## src/logic/adapter_regs.svh

```systemverilog
// Register offsets, field positions and reset values of the diskette adapter
`ifndef ADAPTER_REGS_SVH
`define ADAPTER_REGS_SVH
`define ADDR_DATA_PORT    10'h3f5
`define ADDR_STATE_PORT   10'h3f4
`define ADDR_DRIVE_OUT    10'h3f2
`define DOR_RESET_VAL     8'h00
`define DOR_SEL_LSB       0
`define DOR_CTRL_RUN_BIT  2
`define DOR_IRQ_EN_BIT    3
`define DOR_MOTOR_LSB     4
`define ST_PAST_END_BIT   7
`define ST_CRC_BIT        5
`define ST_LATE_BIT       4
`define ST_MISSING_BIT    2
`define ST_BLOCKED_BIT    1
`define ST_ID_SYNC_BIT    0
`define ST_DELETED_BIT    6
`define ST_PCRC_BIT       5
`define ST_TRACK_BIT      4
`define ST_HIT_BIT        3
`define ST_MISS_BIT       2
`define ST_BAD_BIT        1
`define ST_DSYNC_BIT      0
`define BAD_TRACK_VAL     8'hff
`define MSR_REQ_BIT       7
`define MSR_DIR_BIT       6
`define MSR_BUSY_BIT      4
`endif

```

## src/logic/adapter_pkg.sv

```systemverilog
// Types shared by the diskette adapter host port
package adapter_pkg;
   // Live drive lines, packed in result byte order D7..D0
   typedef struct packed {
      logic       drive_fault;
      logic       write_protect;
      logic       drive_ready;
      logic       home_track;
      logic       double_sided;
      logic       side_select;
      logic       unit_sel_hi;
      logic       unit_sel_lo;
   } drive_lines_t;
   // Single-cycle event pulses from the controller core
   typedef struct packed {
      logic       past_end;
      logic       crc_id;
      logic       crc_data;
      logic       late;
      logic       not_found;
      logic       protected_hit;
      logic       no_id_mark;
      logic       no_data_mark;
      logic       deleted_mark;
      logic       scan_equal;
      logic       scan_unmet;
      logic [7:0] cyl_media;
      logic [7:0] cyl_wanted;
   } op_events_t;
   // The three result bytes
   typedef struct packed {
      logic [7:0] error_flags;
      logic [7:0] media_flags;
      logic [7:0] drive_lines;
   } result_bytes_t;
   typedef enum logic [5:0] {
      CMD_READ   = 6'h01,
      CMD_WRITE  = 6'h02,
      CMD_WRDEL  = 6'h04,
      CMD_FORMAT = 6'h08,
      CMD_SCAN   = 6'h10,
      CMD_OTHER  = 6'h20
   } cmd_kind_t;
   typedef enum logic [2:0] {
      OP_IDLE   = 3'h1,
      OP_EXEC   = 3'h2,
      OP_RESULT = 3'h4
   } op_state_t;
endpackage : adapter_pkg

```

## src/logic/diskette_adapter.sv

```systemverilog
// Diskette adapter host port: bus decode, drive output control, result bytes
`timescale 1ns/1ps
`default_nettype none
`include "adapter_regs.svh"

// Small flip-flop FIFO with valid/ready on both sides
module byte_fifo #(
   parameter int WIDTH = 8,
   parameter int DEPTH = 4
) (
   input  wire logic             i_clk,
   input  wire logic             i_rstn,
   input  wire logic             i_flush,
   // Fill side
   input  wire logic             i_in_valid,
   input  wire logic [WIDTH-1:0] i_in_data,
   output logic                  o_in_ready,
   // Drain side
   output logic                  o_out_valid,
   output logic      [WIDTH-1:0] o_out_data,
   input  wire logic             i_out_ready
);
   localparam int AW = $clog2(DEPTH);
   logic [WIDTH-1:0] mem_reg [DEPTH];
   logic [AW-1:0]    wr_reg;
   logic [AW-1:0]    rd_reg;
   logic [AW:0]      cnt_reg;
   logic             push;
   logic             pop;

   // Full and empty come straight from the count
   assign o_in_ready  = (32'(cnt_reg) < DEPTH);
   assign o_out_valid = (cnt_reg != '0);
   assign o_out_data  = mem_reg[rd_reg];
   assign push        = i_in_valid && o_in_ready;
   assign pop         = o_out_valid && i_out_ready;

   // Storage
   always_ff @(posedge i_clk)
   begin
      if (push)
         mem_reg[wr_reg] <= i_in_data;
   end

   // Pointers wrap at DEPTH, which need not be a power of two
   always_ff @(posedge i_clk)
   begin
      if (!i_rstn || i_flush)
      begin
         wr_reg  <= '0;
         rd_reg  <= '0;
         cnt_reg <= '0;
      end
      else
      begin
         if (push)
            wr_reg <= (32'(wr_reg) == DEPTH - 1) ? '0 : wr_reg + 1'b1;
         if (pop)
            rd_reg <= (32'(rd_reg) == DEPTH - 1) ? '0 : rd_reg + 1'b1;
         cnt_reg <= cnt_reg + (AW + 1)'(push) - (AW + 1)'(pop);
      end
   end
endmodule // byte_fifo

module diskette_adapter
   import adapter_pkg::*;
#(
   parameter int CMD_FIFO_DEPTH = 4
) (
   // Clock and reset
   input  wire logic          i_clk,
   input  wire logic          i_rstn,
   // System bus
   input  wire logic          i_bus_reset,
   input  wire logic [9:0]    i_addr,
   input  wire logic          i_address_ownership,
   input  wire logic          i_io_write_strobe_n,
   input  wire logic          i_io_read_strobe_n,
   input  wire logic          i_dma_grant_2_n,
   input  wire logic          i_terminal_count,
   input  wire logic [7:0]    i_data,
   output logic [7:0]         o_data,
   output logic               o_data_oe,
   output logic               o_dma_request_2,
   output logic               o_interrupt_line_6,
   // Controller core
   input  wire logic          i_op_start,
   input  wire cmd_kind_t     i_cmd_kind,
   input  wire logic          i_op_done,
   input  wire logic          i_byte_request,
   input  wire op_events_t    i_events,
   output result_bytes_t      o_result,
   output logic               o_ctrl_reset,
   output logic               o_cmd_valid,
   output logic [7:0]         o_cmd_data,
   input  wire logic          i_cmd_ready,
   input  wire logic          i_rsp_valid,
   input  wire logic [7:0]    i_rsp_data,
   output logic               o_rsp_ready,
   // Drive cable
   input  wire drive_lines_t  i_drive_lines,
   output logic [3:0]         o_drive_select_n,
   output logic [3:0]         o_motor_enable_n
);
   op_state_t  state_reg;
   logic [7:0] dor_reg;
   logic [7:0] err_reg;
   logic [7:0] err_next;
   logic [7:0] med_reg;
   logic [7:0] med_next;
   logic [7:0] lines_reg;
   logic       wr_low_reg;
   logic       rd_low_reg;
   logic [7:0] wr_data_reg;
   logic       wr_sel_data_reg;
   logic       wr_sel_dor_reg;
   logic       rd_sel_data_reg;
   logic       drq_reg;
   logic       irq_reg;
   logic [7:0] rsp_data_reg;
   logic       rsp_valid_reg;
   logic [7:0] dout_reg;
   logic       oe_reg;
   logic       grant;
   logic       own_addr;
   logic       sel_data;
   logic       sel_state;
   logic       sel_dor;
   logic       wr_done;
   logic       rd_done;
   logic       abort;
   logic       fifo_ready;
   logic [7:0] state_byte;
   logic       is_rd;
   logic       is_wr;
   logic       is_wrdel;
   logic       is_fmt;
   logic       is_scan;

   // Decode; a DMA grant selects the data port whatever the address
   assign grant     = !i_dma_grant_2_n;
   assign own_addr  = !i_address_ownership;
   assign sel_data  = grant ||
                      (own_addr && i_addr == `ADDR_DATA_PORT);
   assign sel_state = !grant && own_addr &&
                      i_addr == `ADDR_STATE_PORT;
   assign sel_dor   = !grant && own_addr &&
                      i_addr == `ADDR_DRIVE_OUT;
   assign wr_done   = wr_low_reg && i_io_write_strobe_n;
   assign rd_done   = rd_low_reg && i_io_read_strobe_n;
   assign abort     = i_bus_reset || !dor_reg[`DOR_CTRL_RUN_BIT];

   // Strobe tracking; address and data are caught while the strobe is low
   // because both may be gone by the time the trailing edge is seen
   always_ff @(posedge i_clk)
   begin
      if (!i_rstn)
      begin
         wr_low_reg      <= 1'b0;
         rd_low_reg      <= 1'b0;
         wr_data_reg     <= 8'h00;
         wr_sel_data_reg <= 1'b0;
         wr_sel_dor_reg  <= 1'b0;
         rd_sel_data_reg <= 1'b0;
      end
      else
      begin
         wr_low_reg <= !i_io_write_strobe_n;
         rd_low_reg <= !i_io_read_strobe_n;
         if (!i_io_write_strobe_n)
         begin
            wr_data_reg     <= i_data;
            wr_sel_data_reg <= sel_data;
            wr_sel_dor_reg  <= sel_dor;
         end
         if (!i_io_read_strobe_n)
            rd_sel_data_reg <= sel_data;
      end
   end

   // Drive output register, cleared by either reset
   always_ff @(posedge i_clk)
   begin
      if (!i_rstn || i_bus_reset)
         dor_reg <= `DOR_RESET_VAL;
      else if (wr_done && wr_sel_dor_reg)
         dor_reg <= wr_data_reg;
   end

   // Motor gates selection: a drive without its motor is never selected
   always_comb
   begin
      for (int d = 0; d < 4; d++)
      begin
         o_motor_enable_n[d] = !dor_reg[`DOR_MOTOR_LSB + d];
         o_drive_select_n[d] = !(dor_reg[`DOR_SEL_LSB +: 2] == 2'(d) &&
                                 dor_reg[`DOR_MOTOR_LSB + d]);
      end
   end
   assign o_ctrl_reset = abort;

   // Command bytes queue toward the core; a full queue drops the write,
   // so software must poll the request bit of the state port first
   byte_fifo #(
      .WIDTH (8),
      .DEPTH (CMD_FIFO_DEPTH)
   ) u_cmd_fifo (
      .i_clk       (i_clk),
      .i_rstn      (i_rstn),
      .i_flush     (abort),
      .i_in_valid  (wr_done && wr_sel_data_reg),
      .i_in_data   (wr_data_reg),
      .o_in_ready  (fifo_ready),
      .o_out_valid (o_cmd_valid),
      .o_out_data  (o_cmd_data),
      .i_out_ready (i_cmd_ready)
   );

   // Result byte holding register, emptied by a data port read
   always_ff @(posedge i_clk)
   begin
      if (!i_rstn || abort)
      begin
         rsp_valid_reg <= 1'b0;
         rsp_data_reg  <= 8'h00;
      end
      else if (i_rsp_valid && !rsp_valid_reg)
      begin
         rsp_valid_reg <= 1'b1;
         rsp_data_reg  <= i_rsp_data;
      end
      else if (rd_done && rd_sel_data_reg)
         rsp_valid_reg <= 1'b0;
   end
   assign o_rsp_ready = !rsp_valid_reg;

   // Operation sequence
   always_ff @(posedge i_clk)
   begin
      if (!i_rstn || abort)
         state_reg <= OP_IDLE;
      else
      begin
         case (state_reg)
            OP_IDLE:
               if (i_op_start)
                  state_reg <= OP_EXEC;
            OP_EXEC:
               if (i_op_done)
                  state_reg <= OP_RESULT;
            OP_RESULT:
               if (i_op_start)
                  state_reg <= OP_EXEC;
               else if (rd_done && rd_sel_data_reg)
                  state_reg <= OP_IDLE;
            default:
               state_reg <= OP_IDLE;
         endcase
      end
   end

   // Command qualifiers for the mode-dependent flags
   assign is_rd    = (i_cmd_kind == CMD_READ);
   assign is_wr    = (i_cmd_kind == CMD_WRITE);
   assign is_wrdel = (i_cmd_kind == CMD_WRDEL);
   assign is_fmt   = (i_cmd_kind == CMD_FORMAT);
   assign is_scan  = (i_cmd_kind == CMD_SCAN);

   // Sticky result flags; a new operation clears them but an event in
   // that same cycle still lands
   always_comb
   begin
      err_next = i_op_start ? 8'h00 : err_reg;
      med_next = i_op_start ? 8'h00 : med_reg;
      if (i_events.past_end)
         err_next[`ST_PAST_END_BIT] = 1'b1;
      if (i_events.crc_id || i_events.crc_data)
         err_next[`ST_CRC_BIT] = 1'b1;
      if (i_events.late)
         err_next[`ST_LATE_BIT] = 1'b1;
      if (i_events.not_found && (is_rd || is_wrdel || is_scan))
      begin
         err_next[`ST_MISSING_BIT] = 1'b1;
         if (i_events.cyl_media != i_events.cyl_wanted)
         begin
            med_next[`ST_TRACK_BIT] = 1'b1;
            if (i_events.cyl_media == `BAD_TRACK_VAL)
               med_next[`ST_BAD_BIT] = 1'b1;
         end
      end
      if (i_events.protected_hit && (is_wr || is_wrdel || is_fmt))
         err_next[`ST_BLOCKED_BIT] = 1'b1;
      if (i_events.no_id_mark)
      begin
         err_next[`ST_ID_SYNC_BIT] = 1'b1;
         med_next[`ST_DSYNC_BIT]   = 1'b1;
      end
      if (i_events.deleted_mark && (is_rd || is_scan))
         med_next[`ST_DELETED_BIT] = 1'b1;
      if (i_events.crc_data)
         med_next[`ST_PCRC_BIT] = 1'b1;
      if (is_scan && i_events.scan_equal)
         med_next[`ST_HIT_BIT] = 1'b1;
      if (is_scan && i_events.scan_unmet)
         med_next[`ST_MISS_BIT] = 1'b1;
      if (i_events.no_data_mark)
         med_next[`ST_DSYNC_BIT] = 1'b1;
   end

   // Flag and drive line registers
   always_ff @(posedge i_clk)
   begin
      if (!i_rstn || abort)
      begin
         err_reg   <= 8'h00;
         med_reg   <= 8'h00;
         lines_reg <= 8'h00;
      end
      else
      begin
         err_reg   <= err_next;
         med_reg   <= med_next;
         lines_reg <= i_drive_lines;
      end
   end
   assign o_result = '{error_flags: err_reg, media_flags: med_reg,
                       drive_lines: lines_reg};

   // DMA request: one byte at a time, only when interrupts and DMA enabled
   always_ff @(posedge i_clk)
   begin
      if (!i_rstn || abort)
         drq_reg <= 1'b0;
      else if (grant || (rd_done && rd_sel_data_reg))
         drq_reg <= 1'b0;
      else if (i_byte_request && dor_reg[`DOR_IRQ_EN_BIT])
         drq_reg <= 1'b1;
   end
   assign o_dma_request_2 = drq_reg;

   // Completion or terminal count raises the line; a set beats the clear
   always_ff @(posedge i_clk)
   begin
      if (!i_rstn || abort)
         irq_reg <= 1'b0;
      else if ((state_reg == OP_EXEC && i_op_done) ||
               (grant && i_terminal_count))
         irq_reg <= 1'b1;
      else if (state_reg == OP_RESULT && rd_done && rd_sel_data_reg)
         irq_reg <= 1'b0;
   end
   assign o_interrupt_line_6 = irq_reg && dor_reg[`DOR_IRQ_EN_BIT];

   // State port content
   always_comb
   begin
      state_byte = 8'h00;
      state_byte[`MSR_REQ_BIT]  = fifo_ready || rsp_valid_reg;
      state_byte[`MSR_DIR_BIT]  = rsp_valid_reg;
      state_byte[`MSR_BUSY_BIT] = (state_reg != OP_IDLE);
   end

   // Read data path, registered; unmapped addresses leave the bus alone
   always_ff @(posedge i_clk)
   begin
      if (!i_rstn)
      begin
         dout_reg <= 8'h00;
         oe_reg   <= 1'b0;
      end
      else
      begin
         oe_reg <= !i_io_read_strobe_n && (sel_data || sel_state);
         if (sel_data)
            dout_reg <= rsp_data_reg;
         else
            dout_reg <= state_byte;
      end
   end
   assign o_data    = dout_reg;
   assign o_data_oe = oe_reg;

   // Checks
   dor_clear_a: assert property (@(posedge i_clk) disable iff (!i_rstn)
      i_bus_reset |=> dor_reg == 8'h00 && state_reg == OP_IDLE)
      else $error("drive output not cleared by bus reset");
   dor_write_a: assert property (@(posedge i_clk) disable iff (!i_rstn)
      wr_done && wr_sel_dor_reg && !i_bus_reset |=> dor_reg == $past(wr_data_reg))
      else $error("drive output missed a write");
   aen_ignore_a: assert property (@(posedge i_clk) disable iff (!i_rstn)
      i_address_ownership && !grant && !i_io_read_strobe_n |=> !o_data_oe)
      else $error("decode while address not owned");
   read_drive_a: assert property (@(posedge i_clk) disable iff (!i_rstn)
      !i_io_read_strobe_n && grant |=> o_data_oe ##0 o_data == $past(rsp_data_reg))
      else $error("data port not driven on read");
   grant_drop_a: assert property (@(posedge i_clk) disable iff (!i_rstn)
      grant |=> !o_dma_request_2)
      else $error("request held during grant");
   read_drop_a: assert property (@(posedge i_clk) disable iff (!i_rstn)
      rd_done && rd_sel_data_reg |=> !drq_reg)
      else $error("request held after data read");
   done_irq_a: assert property (@(posedge i_clk) disable iff (!i_rstn)
      state_reg == OP_EXEC && i_op_done && !abort |=> irq_reg ##1 irq_reg || rd_done)
      else $error("completion raised no interrupt");
   id_sync_a: assert property (@(posedge i_clk) disable iff (!i_rstn)
      i_events.no_id_mark && !abort |=> err_reg[0] && med_reg[0])
      else $error("identifier mark flags not paired");
   bad_track_a: assert property (@(posedge i_clk) disable iff (!i_rstn)
      med_reg[`ST_BAD_BIT] |-> med_reg[`ST_TRACK_BIT] && err_reg[`ST_MISSING_BIT])
      else $error("bad track without mismatch");
   drive_lines_a: assert property (@(posedge i_clk) disable iff (!i_rstn)
      !abort |=> o_result.drive_lines == $past(i_drive_lines))
      else $error("drive lines not mirrored");
endmodule // diskette_adapter
`default_nettype wire

```

## config.mk

```make
export PLATFORM = sky130hd
export DESIGN_NAME = diskette_adapter
export DESIGN_NICKNAME = d
export VERILOG_FILES = /design/src/logic/adapter_pkg.sv /design/src/logic/diskette_adapter.sv
export VERILOG_INCLUDE_DIRS = /design/src /design/src/logic
export SDC_FILE = /design/constraint.sdc
export NUM_CORES = 1
export LEC_CHECK = 0
export BUFFER_PORTS_ARGS = -buffer_cell sky130_fd_sc_hd__buf_2
export CORE_UTILIZATION = 50
export CTS_CLUSTER_DIAMETER = 30
export DETAILED_ROUTE_END_ITERATION = 12
export GPL_ROUTABILITY_DRIVEN = 0
export PLACE_DENSITY_LB_ADDON = 0.3
export SYNTH_ARGS = -nofsm -noshare
export SYNTH_HDL_FRONTEND = slang
export SYNTH_SLANG_ARGS = --single-unit
```

## constraint.sdc

```tcl
create_clock -name i_clk -period 2.89 [get_ports i_clk]
set_input_delay 0.289 -clock i_clk [delete_from_list [all_inputs] [get_ports i_clk]]
set_output_delay 0.289 -clock i_clk [all_outputs]
set_load 0.02 [all_outputs]
```

==> run summary <==
==================================================================================
Status                                                                   completed
Clock transition at the registers of the reported paths                    0.10 ns
Total of endpoints with negative setup slack in the final report                 0
Compound-gate portion of the synthesized area                              0.06762
Number of antenna violations at the first check in global routing                0
R2R depth                                                                       10
Largest fanout on the critical path                                              4
Count of yosys warnings during synthesis                                         0
Crit path capture type                                                    register
Number of iterations in the first detailed-routing pass                          4
Number of library cell types mapped by synthesis                                48
Hold Path Class                                                             in2reg
DRT antenna net count                                                            0
Number of flip-flops and latches in the synthesized netlist                    106
Leakage power                                                             2.121 nW
Final #Nets                                                                    582
Worst-margin pin slew                                                    0.7564 ns
Synthesized-area fraction occupied by adder cells                          0.02608
Filler instances                                                               657
Number of enable flip-flop cells after synthesis                                32
Number of buffers created by CTS                                                 9
Number of instances resized during post-cts repair                               0
Port Buf Inserts                                                               130
Hold Path Origin                                                      i_drive_lines[7]
Effective utilization at floorplan                                          0.5258
Wirelength per Cell                                                       13.90 um
Core outline area                                                        7848 um^2
Synthesized-area fraction occupied by xor and xnor cells                   0.02759
Post-route DRC                                                                   0
Fraction of the cycle the final worst path needs                            0.8172
Hpwl dp                                                                   6.284 mm
Max Clk Rate                                                             423.4 MHz
DIE HEIGHT                                                                92.85 um
Setup slack after layout                                                 0.5284 ns
Total GRT Usage                                                             0.1967
Number of global-route vias before repair                                     2930
Setup slack of the most critical reg-to-reg path                           0.53 ns
Cells on Worst Hold Path                                                         2
Final critical delay including setup and external delays                  2.362 ns
Part of the Yosys area used for sequential elements                         0.5919
Via count                                                                     3000
Number of antenna cells inserted                                                 0
Critical Path Start Type                                                  register
Total count of max-transition violations in the final report                     0
Arrival @ worst endpoint                                                   2.62 ns
Flip-flop count of the largest register, all copies and words added             32
Pin count of the biggest net entering global routing                            29
Synthesized instance count                                                     366
Endpoint with the worst hold slack                                    lines_reg[7]
Final routed wirelength across all metal layers                           8.351 mm
Area grow syn2layout                                                        22.32%
Synth async-reset ratio                                                          0
Post-synthesis simple-gate area fraction                                    0.1680
Clock Skew                                                              0.01636 ns
Multi-input combinational cell area                                      1553 um^2
Commonest register cell after synthesis                               sky130_fd_sc_hd__dfxtp_1
Number of maximum-capacitance violations                                         0
Total power density per cell area                                     504.6 nW/um^2
Mean area per synthesized cell                                          11.27 um^2
Required time of the critical path                                         3.15 ns
Leading area contributor after synthesis                              sky130_fd_sc_hd__dfxtp_1
Full die area                                                            8620 um^2
Setup Fix Bufs, Post-CTS                                                         0
Setup WS pre-CTS                                                         0.5347 ns
Number of DRC markers after the initial detailed-route iteration                98
Wire length of the first global-routing pass                              13.12 mm
Clock insertion delay at the later pin of the skew report                  0.37 ns
H-Tree Depth                                                                     3
Register area                                                            2442 um^2
Portion of synthesized cell area occupied by the leading cell type          0.3590
Multiplexer area fraction after synthesis                                  0.08247
Combinational family with the most area after synthesis               simple AND/OR/NAND/NOR gates
Standard-cell row count                                                         32
Unrepaired setup endpoints after global routing                              false
Critical path start-end classification                                     reg2reg
Total global routing overflow                                                    0
Hold-fix buffers at CTS                                                          0
Worst vdd ir                                                           0.0002444 V
Fin util                                                                    0.6432
Number of placed instances with taps included                                  585
Post-layout instance count excluding filler cells                              601
Worst r2r dst                                                         u_cmd_fifo.cnt_reg[2]
Total Neg Setup Slack                                                         0 ns
Largest cells by area after synthesis                                 sky130_fd_sc_hd__dfxtp_1, sky130_fd_sc_hd__edfxtp_1, sky130_fd_sc_hd__mux4_2
Post-Synthesis Cell Area                                                 4126 um^2
Share of post-route cells with drive strength above 1                       0.3166
R2R Path Start                                                        u_cmd_fifo.cnt_reg[2]
Final count of hold timing violations                                            0
Clock buffer depth                                                               2
Relative slew margins                                                       0.4939
Number of clock sinks                                                          106
CTS tree                                                                      done
DIE WIDTH                                                                 92.85 um
CTS Root Buffer Type                                                  sky130_fd_sc_hd__clkbuf_8
Io pins                                                                        134
Mean number of vias per cell                                                 4.992
==================================================================================
cells in the final DEF, fill, tap and decap left out, drive strengths merged, types with 10 or more instances in the layout:
master	synthesis	final
xnor2	10	10
buf	9	133
inv	17	19
dfxtp	74	74
nand2	26	26
and2	16	16
edfxtp	32	32
mux2i	16	16
o21ai	12	12
nor2	31	31
a21oi	22	22
nor2b	14	14
logic make-up (layout without fill, tap and decap cells):
family	after synthesis	after routing
AND/OR/NAND/NOR	131	131
flip-flops	106	106
AO/OA/AOI/OAI	48	48
buffers and inverters	35	166
multiplexers	24	24
XOR/XNOR	13	13
adder cells (fa/ha/maj)	8	8
other	1	3
through the flow:
| step | total power, mW | hold slack (ns) | cell area [um^2] |
|---|---|---|---|
| 2_1_floorplan | 1.656 | 0.3687 | 4134 |
| 3_5_place_dp | 1.736 | 0.4449 | 4860 |
| 4_1_cts | 2.562 | 0.1128 | 5047 |
| 3_3_place_gp | 1.731 | 0.4377 | 4860 |
| 5_1_grt | 2.635 | 0.1172 | 5047 |
| 6_report | 2.547 | 0.1231 | 5047 |
worst max-delay path, stage by stage (launching register included):
cell                      delay [ns]
sky130_fd_sc_hd__dfxtp_1        0.36
sky130_fd_sc_hd__or3_1          0.42
sky130_fd_sc_hd__nand2_1        0.13
sky130_fd_sc_hd__inv_1          0.05
sky130_fd_sc_hd__ha_1           0.27
sky130_fd_sc_hd__inv_1          0.04
sky130_fd_sc_hd__ha_1           0.20
sky130_fd_sc_hd__fa_1           0.40
sky130_fd_sc_hd__xnor2_1        0.18
sky130_fd_sc_hd__xnor2_1        0.13
sky130_fd_sc_hd__nor2_1         0.05
layout make-up:
class | count | area share
flip-flops and latches | 106 | 0.4839
multi-input cells | 227 | 0.3076
repair buffers | 133 | 0.1334
well taps | 102 | 0.02529
clock buffers | 9 | 0.02454
clock inverters | 7 | 0.01264
inverters | 17 | 0.01264
power by group:
| group | internal (mW) | switching (mW) |
|---|---|---|
| combinational | 0.0731 | 0.0724 |
| clock | 0.328 | 0.518 |
| sequential | 1.54 | 0.0127 |
worst max path at each step:
stage	startpoint	end	slack [ns]	cells past startpoint
3_3_place_gp	u_cmd_fifo.cnt_reg[2]	u_cmd_fifo.cnt_reg[2]	0.60	10
6_report	u_cmd_fifo.cnt_reg[2]	u_cmd_fifo.cnt_reg[2]	0.53	10
4_1_cts	u_cmd_fifo.cnt_reg[2]	u_cmd_fifo.cnt_reg[2]	0.51	10
3_5_place_dp	u_cmd_fifo.cnt_reg[2]	u_cmd_fifo.cnt_reg[2]	0.53	10
2_1_floorplan	u_cmd_fifo.cnt_reg[2]	u_cmd_fifo.cnt_reg[2]	0.53	10
5_1_grt	u_cmd_fifo.cnt_reg[2]	u_cmd_fifo.cnt_reg[2]	0.41	10
cells in the mapped netlist (2+ instances only):
cell type,number
sky130_fd_sc_hd__a211oi_1,2
sky130_fd_sc_hd__a21oi_1,22
sky130_fd_sc_hd__a22oi_1,3
sky130_fd_sc_hd__and2_1,16
sky130_fd_sc_hd__and3_1,5
sky130_fd_sc_hd__and4b_1,2
sky130_fd_sc_hd__buf_1,3
sky130_fd_sc_hd__buf_2,3
sky130_fd_sc_hd__buf_4,3
sky130_fd_sc_hd__clkbuf_1,9
sky130_fd_sc_hd__dfxtp_1,74
sky130_fd_sc_hd__edfxtp_1,32
sky130_fd_sc_hd__ha_1,7
sky130_fd_sc_hd__inv_1,17
sky130_fd_sc_hd__mux2i_1,16
sky130_fd_sc_hd__mux4_2,8
sky130_fd_sc_hd__nand2_1,26
sky130_fd_sc_hd__nand2b_1,5
sky130_fd_sc_hd__nand3_1,9
sky130_fd_sc_hd__nand3b_1,4
sky130_fd_sc_hd__nand4_1,4
sky130_fd_sc_hd__nand4b_1,3
sky130_fd_sc_hd__nor2_1,31
sky130_fd_sc_hd__nor2b_1,14
sky130_fd_sc_hd__nor3_1,2
sky130_fd_sc_hd__o21ai_0,11
sky130_fd_sc_hd__or3_1,3
sky130_fd_sc_hd__xnor2_1,10
sky130_fd_sc_hd__xor2_1,3
per-layer routing:
metal / track usage / vias to the layer above / wire, um
li1: - / 1516 / -
met4: 0.07821 / 0 / 130
met2: 0.3419 / 82 / 4230
met5: 0 / - / 0
met3: 0.04433 / 12 / 398
met1: 0.2351 / 1390 / 3591
Power figures use the tool's default switching activity.
